--- src/logic/rtc_pkg.sv ---
// package: register map, field layout, time bases and timing counts of the seconds counter
// How it works
// - all state but the event flag, enable and counter included, clears only on power-on reset.
// - four time bases: 1 Hz, delayed 1 Hz, 1 kHz or peripheral clock.
// - with the 1 Hz base the counter steps exactly once per second.
// - count_value reads the whole present 32-bit count in bits 31:0.
// - equality of count and compare value while running raises the masked interrupt event.
// - control bit 0 enables counting, 1 runs, 0 stops, reset value 0.
// - once enable is set, later writes to it are ignored until power-on reset.
// - reading control returns the present running status in bit 0.
// - interrupt_mask bit 0 written 1 enables, 0 masks; resets to 0.
// - reading interrupt_mask returns the mask setting in force.
// - mask bits 31:1 read zero; software writes zeros to unused bits.
// - raw status bit 0 reads the unmasked event flag; writes ignored.
// - masked status bit 0 reads flag and mask combined; writes ignored.
// - writing 1 to clear bit 0 clears the event flag; 0 leaves it.
package rtc_pkg;

  localparam int ADDR_W = 12;
  localparam int DATA_W = 32;

  localparam logic [ADDR_W-1:0] OFS_COUNT = 12'h000;
  localparam logic [ADDR_W-1:0] OFS_COMPARE = 12'h004;
  localparam logic [ADDR_W-1:0] OFS_PRESET = 12'h008;
  localparam logic [ADDR_W-1:0] OFS_CONTROL = 12'h00C;
  localparam logic [ADDR_W-1:0] OFS_MASK = 12'h010;
  localparam logic [ADDR_W-1:0] OFS_RAW_STATUS = 12'h014;
  localparam logic [ADDR_W-1:0] OFS_MASKED_STATUS = 12'h018;
  localparam logic [ADDR_W-1:0] OFS_EVENT_CLEAR = 12'h01C;

  localparam int CTRL_ENABLE_POS = 0;
  localparam int MASK_ENABLE_POS = 0;
  localparam int STATUS_EVENT_POS = 0;
  localparam int CLEAR_EVENT_POS = 0;

  localparam logic [DATA_W-1:0] COUNT_RESET = 32'h0000_0000;
  localparam logic [DATA_W-1:0] COMPARE_RESET = 32'h0000_0000;
  localparam logic [DATA_W-1:0] PRESET_RESET = 32'h0000_0000;
  localparam logic ENABLE_RESET = 1'b0;
  localparam logic MASK_RESET = 1'b0;
  localparam logic EVENT_RESET = 1'b0;

  localparam int CLK_PERIOD_NS = 8;
  localparam int TICK_1HZ_NS = 1_000_000_000;
  localparam int TICK_1KHZ_NS = 1_000_000;
  localparam int DELAYED_OFFSET_NS = 500_000_000;
  localparam int SEC_CYCLES = TICK_1HZ_NS / CLK_PERIOD_NS;
  localparam int MS_CYCLES = TICK_1KHZ_NS / CLK_PERIOD_NS;
  localparam int DELAY_CYCLES = DELAYED_OFFSET_NS / CLK_PERIOD_NS;

  typedef enum logic [1:0] {tb_1hz, tb_1hz_delayed, tb_1khz, tb_pclk} timebase_e;

  typedef struct packed {
    logic [ADDR_W-1:0] addr;
    logic [DATA_W-1:0] wdata;
    logic wr;
    logic rd;
  } reg_req_s;

endpackage

--- src/logic/tick_select.sv ---
// time-base generator: one-cycle tick at the rate of the selected source
`timescale 1ns/1ps
module tick_select #(
  parameter int SEC_CYCLES = rtc_pkg::SEC_CYCLES,
  parameter int MS_CYCLES = rtc_pkg::MS_CYCLES,
  parameter int DELAY_CYCLES = rtc_pkg::DELAY_CYCLES
) (
  input wire logic clk_sys,
  input wire logic rst_n,
  input rtc_pkg::timebase_e clock_source_select,
  output logic tick
);

  localparam int SEC_W = $clog2(SEC_CYCLES);
  localparam int MS_W = $clog2(MS_CYCLES);

  logic [SEC_W-1:0] sec_cnt;
  logic [MS_W-1:0] ms_cnt;
  logic sec_wrap;
  logic ms_wrap;
  logic sec_delayed;
  logic next_tick;

  assign sec_wrap = sec_cnt == SEC_W'(SEC_CYCLES - 1);
  assign ms_wrap = ms_cnt == MS_W'(MS_CYCLES - 1);
  // delayed second lands a fixed offset into each second
  assign sec_delayed = sec_cnt == SEC_W'(DELAY_CYCLES - 1);

  always_ff @(posedge clk_sys or negedge rst_n) begin
    if (!rst_n) begin
      sec_cnt <= '0;
    end else if (sec_wrap) begin
      sec_cnt <= '0;
    end else begin
      sec_cnt <= sec_cnt + 1'b1;
    end
  end

  always_ff @(posedge clk_sys or negedge rst_n) begin
    if (!rst_n) begin
      ms_cnt <= '0;
    end else if (ms_wrap) begin
      ms_cnt <= '0;
    end else begin
      ms_cnt <= ms_cnt + 1'b1;
    end
  end

  always_comb begin
    case (clock_source_select)
      rtc_pkg::tb_1hz: next_tick = sec_wrap;
      rtc_pkg::tb_1hz_delayed: next_tick = sec_delayed;
      rtc_pkg::tb_1khz: next_tick = ms_wrap;
      rtc_pkg::tb_pclk: next_tick = 1'b1;
      default: next_tick = 1'b0;
    endcase
  end

  always_ff @(posedge clk_sys or negedge rst_n) begin
    if (!rst_n) begin
      tick <= 1'b0;
    end else begin
      tick <= next_tick;
    end
  end

endmodule

--- src/logic/seconds_counter_with_match.sv ---
// seconds counter with compare match, register slave and level interrupt
//
// Implementation choice: the strobed register port.
`timescale 1ns/1ps
module seconds_counter_with_match #(
  parameter int SEC_CYCLES = rtc_pkg::SEC_CYCLES,
  parameter int MS_CYCLES = rtc_pkg::MS_CYCLES,
  parameter int DELAY_CYCLES = rtc_pkg::DELAY_CYCLES
) (
  input wire logic clk_sys,
  input wire logic rst_n,
  input rtc_pkg::reg_req_s req,
  output logic [rtc_pkg::DATA_W-1:0] rdata,
  input rtc_pkg::timebase_e clock_source_select,
  output logic counter_running,
  output logic irq
);

  generate
    if (SEC_CYCLES < 2) begin : g_bad_sec
      $error("SEC_CYCLES must be at least 2");
    end
    if (MS_CYCLES < 2) begin : g_bad_ms
      $error("MS_CYCLES must be at least 2");
    end
    if (DELAY_CYCLES < 1 || DELAY_CYCLES > SEC_CYCLES) begin : g_bad_delay
      $error("DELAY_CYCLES must lie within one second");
    end
  endgenerate

  typedef enum logic [1:0] {st_stopped, st_load, st_running} run_state_e;

  localparam int DW = rtc_pkg::DATA_W;

  // rst_n is the power-on reset; no other reset reaches this block
  run_state_e state;
  run_state_e next_state;

  logic [DW-1:0] count;
  logic [DW-1:0] compare;
  logic [DW-1:0] preset;
  logic enable;
  logic int_mask;
  logic event_flag;
  logic match_prev;
  logic tick;

  logic wr_compare;
  logic wr_preset;
  logic wr_control;
  logic wr_mask;
  logic wr_clear;
  logic start_req;
  logic clear_req;
  logic match_now;
  logic match_rise;
  logic [DW-1:0] next_rdata;

  // a write strobe hits one register when the address matches its offset
  function automatic logic hit(input rtc_pkg::reg_req_s r,
                               input logic [rtc_pkg::ADDR_W-1:0] ofs);
    hit = r.wr && (r.addr == ofs);
  endfunction

  // one-bit field placed at its position in an otherwise zero word
  function automatic logic [DW-1:0] place(input logic b, input int pos);
    logic [DW-1:0] w;
    w = '0;
    w[pos] = b;
    place = w;
  endfunction

  tick_select #(
    .SEC_CYCLES(SEC_CYCLES),
    .MS_CYCLES(MS_CYCLES),
    .DELAY_CYCLES(DELAY_CYCLES)
  ) u_tick (
    .clk_sys(clk_sys),
    .rst_n(rst_n),
    .clock_source_select(clock_source_select),
    .tick(tick)
  );

  // write decode
  assign wr_compare = hit(req, rtc_pkg::OFS_COMPARE);
  assign wr_preset = hit(req, rtc_pkg::OFS_PRESET);
  assign wr_control = hit(req, rtc_pkg::OFS_CONTROL);
  assign wr_mask = hit(req, rtc_pkg::OFS_MASK);
  assign wr_clear = hit(req, rtc_pkg::OFS_EVENT_CLEAR);

  // only a stopped counter listens to the enable bit
  assign start_req = wr_control && req.wdata[rtc_pkg::CTRL_ENABLE_POS] &&
                     (state == st_stopped);
  assign clear_req = wr_clear && req.wdata[rtc_pkg::CLEAR_EVENT_POS];

  // run control
  always_comb begin
    next_state = state;
    case (state)
      st_stopped: begin
        if (start_req) begin
          next_state = st_load;
        end
      end
      st_load: begin
        next_state = st_running;
      end
      st_running: begin
        next_state = st_running;
      end
      default: begin
        next_state = st_stopped;
      end
    endcase
  end

  always_ff @(posedge clk_sys or negedge rst_n) begin
    if (!rst_n) begin
      state <= st_stopped;
    end else begin
      state <= next_state;
    end
  end

  // enable bit: set once, held until power-on reset
  always_ff @(posedge clk_sys or negedge rst_n) begin
    if (!rst_n) begin
      enable <= rtc_pkg::ENABLE_RESET;
    end else if (start_req) begin
      enable <= 1'b1;
    end
  end

  assign counter_running = enable;

  // counter
  always_ff @(posedge clk_sys or negedge rst_n) begin
    if (!rst_n) begin
      count <= rtc_pkg::COUNT_RESET;
    end else if (state == st_load) begin
      count <= preset;
    end else if (state == st_running && tick) begin
      count <= count + 1'b1;
    end
  end

  // compare value
  always_ff @(posedge clk_sys or negedge rst_n) begin
    if (!rst_n) begin
      compare <= rtc_pkg::COMPARE_RESET;
    end else if (wr_compare) begin
      compare <= req.wdata;
    end
  end

  // preset value
  always_ff @(posedge clk_sys or negedge rst_n) begin
    if (!rst_n) begin
      preset <= rtc_pkg::PRESET_RESET;
    end else if (wr_preset) begin
      preset <= req.wdata;
    end
  end

  // interrupt mask, only bit 0 is stored
  always_ff @(posedge clk_sys or negedge rst_n) begin
    if (!rst_n) begin
      int_mask <= rtc_pkg::MASK_RESET;
    end else if (wr_mask) begin
      int_mask <= req.wdata[rtc_pkg::MASK_ENABLE_POS];
    end
  end

  // equality is taken once per arrival so a standing match can be cleared
  assign match_now = (state == st_running) && (count == compare);
  assign match_rise = match_now && !match_prev;

  always_ff @(posedge clk_sys or negedge rst_n) begin
    if (!rst_n) begin
      match_prev <= 1'b0;
    end else begin
      match_prev <= match_now;
    end
  end

  // sticky event flag; a new match beats a clear in the same cycle
  always_ff @(posedge clk_sys or negedge rst_n) begin
    if (!rst_n) begin
      event_flag <= rtc_pkg::EVENT_RESET;
    end else if (match_rise) begin
      event_flag <= 1'b1;
    end else if (clear_req) begin
      event_flag <= 1'b0;
    end
  end

  assign irq = event_flag & int_mask;

  // read mux; unmapped addresses and unused bits read zero
  always_comb begin
    next_rdata = '0;
    case (req.addr)
      rtc_pkg::OFS_COUNT: begin
        next_rdata = count;
      end
      rtc_pkg::OFS_COMPARE: begin
        next_rdata = compare;
      end
      rtc_pkg::OFS_PRESET: begin
        next_rdata = preset;
      end
      rtc_pkg::OFS_CONTROL: begin
        next_rdata = place(enable, rtc_pkg::CTRL_ENABLE_POS);
      end
      rtc_pkg::OFS_MASK: begin
        next_rdata = place(int_mask, rtc_pkg::MASK_ENABLE_POS);
      end
      rtc_pkg::OFS_RAW_STATUS: begin
        next_rdata = place(event_flag, rtc_pkg::STATUS_EVENT_POS);
      end
      rtc_pkg::OFS_MASKED_STATUS: begin
        next_rdata = place(irq, rtc_pkg::STATUS_EVENT_POS);
      end
      default: begin
        next_rdata = '0;
      end
    endcase
  end

  // read data stands only in the cycle after the read strobe
  always_ff @(posedge clk_sys or negedge rst_n) begin
    if (!rst_n) begin
      rdata <= '0;
    end else if (req.rd) begin
      rdata <= next_rdata;
    end else begin
      rdata <= '0;
    end
  end

endmodule

--- config.mk ---
export PLATFORM = sky130hd
export DESIGN_NAME = seconds_counter_with_match
export DESIGN_NICKNAME = d
export VERILOG_FILES = /design/src/logic/rtc_pkg.sv /design/src/logic/tick_select.sv /design/src/logic/seconds_counter_with_match.sv
export SDC_FILE = /design/constraint.sdc
export NUM_CORES = 1
export LEC_CHECK = 0
export ABC_AREA = 1
export BUFFER_PORTS_ARGS = -buffer_cell sky130_fd_sc_hd__buf_2
export CAP_MARGIN = 20
export CORE_MARGIN = 2
export CORE_UTILIZATION = 61
export DETAILED_ROUTE_END_ITERATION = 8
export PLACE_DENSITY = 0.87
export SLEW_MARGIN = 25
export SYNTH_ARGS = -nofsm -noshare
export SYNTH_HDL_FRONTEND = slang
export SYNTH_SLANG_ARGS = --single-unit
--- constraint.sdc ---
create_clock -name clk_sys -period 2.15 [get_ports clk_sys]
set_input_delay 0.3225 -clock clk_sys [delete_from_list [all_inputs] [get_ports clk_sys]]
set_output_delay 0.3225 -clock clk_sys [all_outputs]
set_load 0.01 [all_outputs]
==> impl.org, run 1 <==
** Run status
- Outcome :: complete, no violations

** Setup path
- Source of the worst register-to-register timing path :: state[0]$_DFFE_PN0P_
- The critical path starts at state[0]$_DFFE_PN0P_.
- Among cell families on the critical path, the largest total delay comes from buffers and inverters.
- By startpoint and endpoint, the worst setup path is classified as reg -> reg.
- Critical Path Source Type :: flop
- STA puts the critical path data required time at 2.45 ns.
- STA puts the critical path data arrival time at 2.23 ns.
- Peak fanout along the critical path :: 10
- Critical path, cell by cell :: inv_1 -> ha_1 -> nand2_1 -> nand2_1 -> clkinv_1 -> nand2_1 -> o221ai_1
- The number of buffers and inverters on the critical path is 2.
- The largest single stage delay on the critical path is 0.40 ns.
- Master of the slowest instance on the critical path :: clkinv_1
- Top cell by count, worst path :: nand2_1
- Type of element capturing the critical path :: flop
- Setup slack on the worst flop-to-flop path :: 0.22 ns

** Layout
- Total number of nets in the final design :: 1,529
- The finished cells cover 11,500 µm².
- The repair_antennas step left the layout with diodes totalling 0.
- From synthesis to final layout, the design area changed by 12.1%.
- Core utilization of the finished layout :: 69.7%
- The library cell used most frequently in the layout, excluding fill and tap cells, is nand2_1.
- Commonest cells after routing, fill and taps aside :: nand2_1 (354), inv_1 (212), nor2_1 (179), dfrtp_1 (179), buf_2 (82)
- Fraction of layout instances using a drive strength above 1 :: 13.5%

** STA
- Setup violations remaining at the end of the flow were counted as 0.
- Slew Limit Fails :: 0
- Across all hold checks on the routed design, the worst slack comes to 0.135 ns.
- Worst-margin pin slew :: 0.700 ns
- Unrepaired setup endpoints after global routing :: false
- Derived from the worst setup path, the maximum achievable clock frequency is 518 MHz.
- The worst path in the final design needs a cycle of 1.93 ns, including I/O delays and setup.
- Summed negative setup slack over all endpoints :: 0 ns
- Measured against its own limit, the worst slew margin works out to 53.4%.
- The number of hold-slack violations in the final timing report came to 0.
- Of the available clock period, the critical path in the final layout requires 89.8%.
- Maximum clock skew at final layout :: 0.00764 ns

** CTS
- Setup repair bufs after CTS :: 0
- Clock transition at the registers of the reported paths :: 0.07 ns
- CTS tree :: done
- Clock Root Buffer :: clkbuf_16
- Clock H-tree levels :: 4
- Total number of clock tree sinks :: 179
- Buffers from clock root to sink, at most :: 2
- Total CTS buffers :: 17
- Clock latency at the later pin of the worst-skew pair :: 0.44 ns

** Routing
- For this block, the initial DRC count from the detailed router was 1,044.
- Amount of wire on met2 after detailed routing :: 13,600 µm
- In this run the remaining antenna-violating nets after routing total 0.
- Detailed Route WL :: 28,800 µm
- In the routed design, unresolved DRC markers number 0.
- The routed layout has 9,603 vias.
- Wire length per cell after detailed routing :: 16.9 µm
- Dividing the detail-routed via count by the number of cells gives 5.63.
- Met1 layer wirelength in the final routing :: 11,600 µm
- The routed design uses 2480 µm of met3 wire.
- After detailed routing, no signal wire sits above met4.
- Number of search-and-repair iterations in the first detailed-routing pass :: 6

** Synthesis
- Among all flip-flop cells after synthesis, the most frequent one is dfrtp_1.
- Share of synthesized flip-flops with an asynchronous set or reset :: 100%
- Summing the sequential cell areas from Yosys gives 43.6% of the chip area.
- Synthesis produced 1,384 cells.
- Post-Synthesis Net Count :: 1,440
- Summed over all instances, the cell type with the most area after synthesis is dfrtp_1.
- Count of unique library cells instantiated by Yosys :: 42
- Counting flops with a built-in enable in the synthesized netlist gives 0.
- After synthesis the netlist holds a flip-flop and latch count of 179.
- In this run the cell area of the synthesized design comes to 10,300 µm².
- During synthesis, Yosys emitted a total of 0 warnings.
- Each instance of the synthesized netlist takes up on average 7.42 µm².
- Yosys attributes the largest share of cell area to dfrtp_1 (44%), nand2_1 (13%), inv_1 (7.7%).
- The share of synthesized area in the top cell type comes to 43.6%.

** Power
- The worst-case IR drop observed on VDD is 589 µV.
- Leakage component of the power :: 5.39 nW
- Total power :: 0.00765 W
- For this design the ratio of total power to cell area is 665 nW/µm².

** Global routing
- The initial antenna violation count was 0.
- Largest net degree at the start of global routing :: 65
- The number of global-route vias before repair is 9,199.
- Total track usage :: 33.8%
- The first global-routing pass estimated 46,900 µm of wire.
- The total overflow left after global routing is 0.

** Place
- Port buffering added 83 buffers.
- Post-DP Area :: 10,900 µm²
- At the end of routability-driven placement, the weighted congestion stood at 1.03.
- The HPWL after detailed placement is 21,200 µm.

** Floorplanning
- Die extent in y :: 134 µm
- Die Wd :: 134 µm
- Die Area :: 17,900 µm²
- For this configuration, the core starts out at a cell density of 62.1%.
- Area of the core :: 16,500 µm²
- The initialized floorplan defines 47 standard-cell rows.
- Ports :: 84

** Min path
- Class of the worst hold path :: in -> reg
- Worst Min Path Start :: req[8]

** Flow run
- Max-cap viol count :: 0
[power breakdown]
part / total [W] / internal, W / switching [W] / leakage (nW)
Clock: 0.00310 / 0.00169 / 0.00142 / 0.285
Sequential: 0.00350 / 0.00343 / 0.0000683 / 2.45
Combinational: 0.00105 / 0.000322 / 0.000726 / 2.65
[cell type report]
| type | instances | area (µm²) |
|---|---|---|
| Fill cell | 1395 | 5010 |
| Multi-Input combinational cell | 953 | 4740 |
| Sequential cell | 179 | 4480 |
| Inverter | 221 | 831 |
| Timing Repair Buffer | 101 | 609 |
| Clock buffer | 20 | 457 |
| Tap cell | 220 | 275 |
| Clock inverter | 12 | 123 |
[layer usage]
metal	up-vias	GRT usage, %
met1	4497	43.6
met2	448	54.6
met5	-	0
met4	0	16.0
met3	91	7.34
li1	4567	-
[flip-flops by register name (all words and copies together), names as in the netlist]
signal,flops
compare,32
count,32
preset,32
rdata,32
u_tick.sec_cnt,27
u_tick.ms_cnt,17
state,2
counter_running,1
event_flag,1
int_mask,1
match_prev,1
u_tick.tick,1
[metrics by stage]
step / setup WS [ns] / std cells
2_1_floorplan: 0.652 / 1384
3_3_place_gp: 0.221 / 1673
3_5_place_dp: 0.158 / 1673
4_1_cts: 0.266 / 1706
5_1_grt: 0.0714 / 1706
6_report: 0.219 / 1706
[tightest hold or removal path, stage by stage]
cell and delay (ns):
buf_2 0.10, inv_1 0.06, o21ai_1 0.06
[cell usage after synthesis (2+ instances only)]
master / instances
nand2_1: 354
inv_1: 212
dfrtp_1: 179
nor2_1: 179
nand3_1: 74
o21ai_1: 65
o22ai_1: 37
nor2_4: 36
nor3_1: 36
o21ai_0: 34
nand4_1: 31
xor2_1: 24
buf_2: 19
a21oi_1: 12
xnor2_1: 8
nor2_2: 7
o21bai_1: 7
o221ai_1: 7
ha_1: 6
inv_2: 6
nand2_2: 5
buf_6: 4
nand2_4: 4
buf_12: 3
clkbuf_1: 3
nand3b_1: 3
nor3_2: 3
or2_2: 3
a31o_2: 2
a31oi_1: 2
and3_1: 2
buf_1: 2
clkinv_1: 2
nand3_2: 2
nor3b_1: 2
nor4_1: 2
o211ai_1: 2
[cell families (layout without fill, tap and decap cells)]
logic type	Yosys count	after routing	share of synthesized area (%)
AOI/OAI and AO/OA	170	170	9.36
xor gates and xnor gates	32	32	2.73
DFF	179	179	43.6
and+or+nand+nor	745	745	33.3
adders and majority gates	6	6	0.731
buffers and inverters	252	354	10.2
[repair_timing]
item | 4_1_cts | 5_1_grt
hold endpoints to repair | 45 | 0
hold buffers | 1 | 0
gates resized for setup | 0 | 0
[final timing paths]
check | to | depth (start not counted)
worst min register to register | u_tick.ms_cnt[0]$_DFF_PN0_ | 1
worst max register to register | count[4]$_DFFE_PN0P_ | 7
worst min-delay path | compare[6]$_DFFE_PN0P_ | 3
max in group asynchronous | u_tick.ms_cnt[6]$_DFF_PN0_ | 3
min in group asynchronous | rdata[8]$_DFF_PN0_ | 2
worst max-delay path | count[4]$_DFFE_PN0P_ | 7
(Power assumes the default switching activity.)
==> inputs of run 2 (changes only) <==
Settings changed: ABC_AREA 1 to default, CELL_PAD_IN_SITES_DETAIL_PLACEMENT from default to 0, CELL_PAD_IN_SITES_GLOBAL_PLACEMENT from default to 1, CORE_UTILIZATION 61 to 47, PLACE_DENSITY 0.87 to 0.86.
Clock period 2.15 ns to 2 ns, I/O delays scaled along.
==> impl.org, run 2 <==
** Run status
- The run finished with clean final reports.

** Routing
- The detailed router finished its first iteration with 329 violations.
- Detail Route met3 WL :: 848 µm
- The first TritonRoute pass finished after 5 iterations.
- Amount of wire on met2 after detailed routing :: 9550 µm
- Antenna violation net count after detailed routing :: 0
- Via total after detailed routing :: 6,353
- Wires add up to 19,600 µm.
- After detailed routing, the average wire length per cell comes to 16.7 µm.
- After detailed routing, the number of vias per cell comes to 5.40.
- Met1 layer wirelength in the final routing :: 8770 µm
- The highest layer touched by signal routing is met5.
- DRC errors left :: 0

** Synthesis
- Counting every instance in the synthesized netlist gives 814.
- Post-synthesis sequential element count :: 179
- The average instance in the mapped netlist occupies 10.7 µm².
- Post-Synthesis Net Count :: 870
- The share of synthesized area in the top cell type comes to 51.6%.
- In the synthesized netlist the dominant register cell turns out to be dfrtp_1.
- After synthesis the cells add up to 8690 µm².
- Yosys top cell by area :: dfrtp_1
- Most used standard cells in the synthesized netlist :: dfrtp_1 (179), nor2_1 (96), mux2_2 (65)
- After synthesis, the cell types taking the most area are dfrtp_1 (52%), mux2_2 (8.4%), xnor2_1 (5.2%).
- Count of unique library cells instantiated by Yosys :: 49
- For this run, the register share of the synthesized area comes to 51.6%.
- During synthesis, Yosys emitted a total of 0 warnings.
- Counting flops with an async set or reset pin after synthesis yields a share of 100%.
- Leading cell type by number of instances after synthesis :: dfrtp_1
- Number of synthesized flops with an enable pin :: 0

** STA
- Static timing analysis puts the maximum clock frequency at 507 MHz.
- Setup repair after global routing could not meet its margin everywhere.
- The number of hold-slack violations in the final timing report was 0.
- In the finished design, the share of the clock period the worst path needs comes to 98.6%.
- The max-slew violation count is 0.
- Setup violators final :: 0
- Setup slack closes at 0.0286 ns.
- For the pin with the worst max-slew slack, the measured transition is 0.480 ns.
- Relative slew margins :: 67.7%
- The worst path needs 1.97 ns of the cycle, external delays included.
- Between clock sinks in the finished design, the worst skew comes to 0.00723 ns.
- Final hold analysis gives a worst-case slack of 0.0559 ns.

** Setup path
- STA classifies the critical path startpoint as a flop.
- The critical path is of the reg -> reg type.
- STA puts the critical path data required time at 2.31 ns.
- STA classifies the critical path endpoint as a flop.
- Data arrival time at the worst-slack endpoint :: 2.28 ns
- Peak fanout along the critical path :: 2

** Global routing
- Total track usage :: 20.6%
- Largest net degree at the start of global routing :: 47
- Wire length of the first global-routing pass :: 32,100 µm
- After global routing the overflow that remains totals 0.
- Vias in the first global route :: 6,329
- The initial antenna violation count is 4.

** CTS
- The number of clock buffers added by TritonCTS is 17.
- CTS built an H-tree with a depth of 4.
- Clock Root Buffer :: clkbuf_16
- The longest clock path from root to sink contains 2 buffers.
- The clock drives 179 sinks.
- Clock transition at the registers of the reported paths :: 0.06 ns
- Clock latency at the later pin of the worst-skew pair :: 0.43 ns
- CTS tree :: done

** Floorplanning
- After floorplanning, the core was sized to cover 18,000 µm².
- Ports :: 84
- The die is 140 µm tall.
- Once the floorplan was initialized, standard cells occupied 48.2% of the core.
- The die is 140 µm wide.
- Row generation in the floorplan step produced 49 rows.
- The die covers 19,600 µm².

** Power
- Dividing total power by cell area gives a power density of 737 nW/µm².
- IR analysis of the VDD net gives a maximum drop of 591 µV.
- Power comes to 0.00775 W.
- Leakage component of the power :: 5.07 nW

** Layout
- The finished cells cover 10,500 µm².
- Sequential cell area in the final layout :: 4480 µm²
- Leaving out fill and tap cells, the most frequent cells in the layout are dfrtp_1 (176), nor2_1 (96), buf_2 (82).
- Leading cell type in the layout, fill and taps excluded :: dfrtp_1
- Synth-to-layout area growth :: 21.1%
- Fraction of layout instances using a drive strength above 1 :: 28.1%
- Footprint of the multi-input gates :: 4130 µm²
- After the last flow step, the layout net total stands at 990.
- Filler cell count :: 1,546

** Flow run
- Max-cap viol count :: 0

** Place
- Input/output buffers :: 83
- Final weighted congestion of routability-driven global placement :: 0.859
- Before CTS, the worst setup slack after placement is -0.0936 ns.
- After detailed placement, the total cell area comes to 9720 µm².
- Once detailed placement completed, the half-perimeter wirelength came to 13,500 µm.

** Min path
- Class of the worst hold path :: in -> reg
-- run 2: kinds of logic after synthesis --
kind of cell | Yosys count | share of synthesized area, %
compound gates | 78 | 4.81
simple gates | 298 | 17.5
buf+inv | 52 | 2.61
flops | 179 | 51.6
xor+xnor | 100 | 10.1
fa+ha+maj | 6 | 0.864
mux | 101 | 12.6
-- run 2: worst paths after layout --
kind,start,to,slack [ns],cells past startpoint
max,u_tick.sec_cnt[15]$_DFF_PN0_,u_tick.sec_cnt[6]$_DFF_PN0_,0.03,5
min,clock_source_select[0],u_tick.tick$_DFF_PN0_,0.06,2
max reg2reg,u_tick.sec_cnt[15]$_DFF_PN0_,u_tick.sec_cnt[6]$_DFF_PN0_,0.03,5
min reg2reg,match_prev$_DFF_PN0_,event_flag$_DFFE_PN0P_,0.43,1
max in group asynchronous,rst_n,u_tick.ms_cnt[8]$_DFF_PN0_,0.87,3
min in group asynchronous,rst_n,rdata[26]$_DFF_PN0_,0.38,2
-- run 2: power breakdown --
| part | internal [W] | leakage [nW] | switching (W) | total (W) |
|---|---|---|---|---|
| Clock | 0.00205 | 0.295 | 0.00136 | 0.00341 |
| Sequential | 0.00368 | 2.45 | 0.0000706 | 0.00375 |
| Combinational | 0.000265 | 2.32 | 0.000329 | 0.000594 |
| Total | 0.00600 | 5.07 | 0.00176 | 0.00775 |
-- run 2: timing repair --
item | CTS | global route
pin swaps | 1 | 8
buffers inserted | 0 | 3
gates cloned | 0 | 1
hold buffers | 1 | 0
resized for setup | 2 | 30
hold endpoints to repair | 41 | 0
endpoints found under the setup margin | 10 | 29
-- run 2: layer usage --
layer,vias to the layer above,global-route usage [%]
li1,3068,-
met1,3129,27.2
met2,117,33.5
met3,35,4.79
met4,4,7.26
met5,-,0
-- run 2: critical path, stage by stage, from the launching register on --
cell	delay [ns]
dfrtp_1	0.39
or4b_1	0.52
or3_4	0.36
nor4_4	0.27
nor2_1	0.06
mux2_4	0.25
-- run 2: cell type report --
| cell class | count | area share, % |
|---|---|---|
| sequential | 179 | 42.6 |
| multi-input combinational | 583 | 39.2 |
| timing repair buffer | 142 | 9.30 |
| clock buffer | 21 | 4.47 |
| tap | 229 | 2.72 |
| clock inverter | 9 | 1.24 |
| inverter | 11 | 0.392 |
| antenna | 2 | 0.0476 |
-- run 2: metrics by stage --
stage / util, % / TNS, ns / std cells
after floorplan: - / 0 / 814
after global placement: 53.9 / -2.70 / 1139
after detailed placement: 53.9 / -3.26 / 1139
after CTS: 57.4 / 0 / 1170
after global routing: 58.3 / -0.103 / 1174
final: 58.4 / 0 / 1176
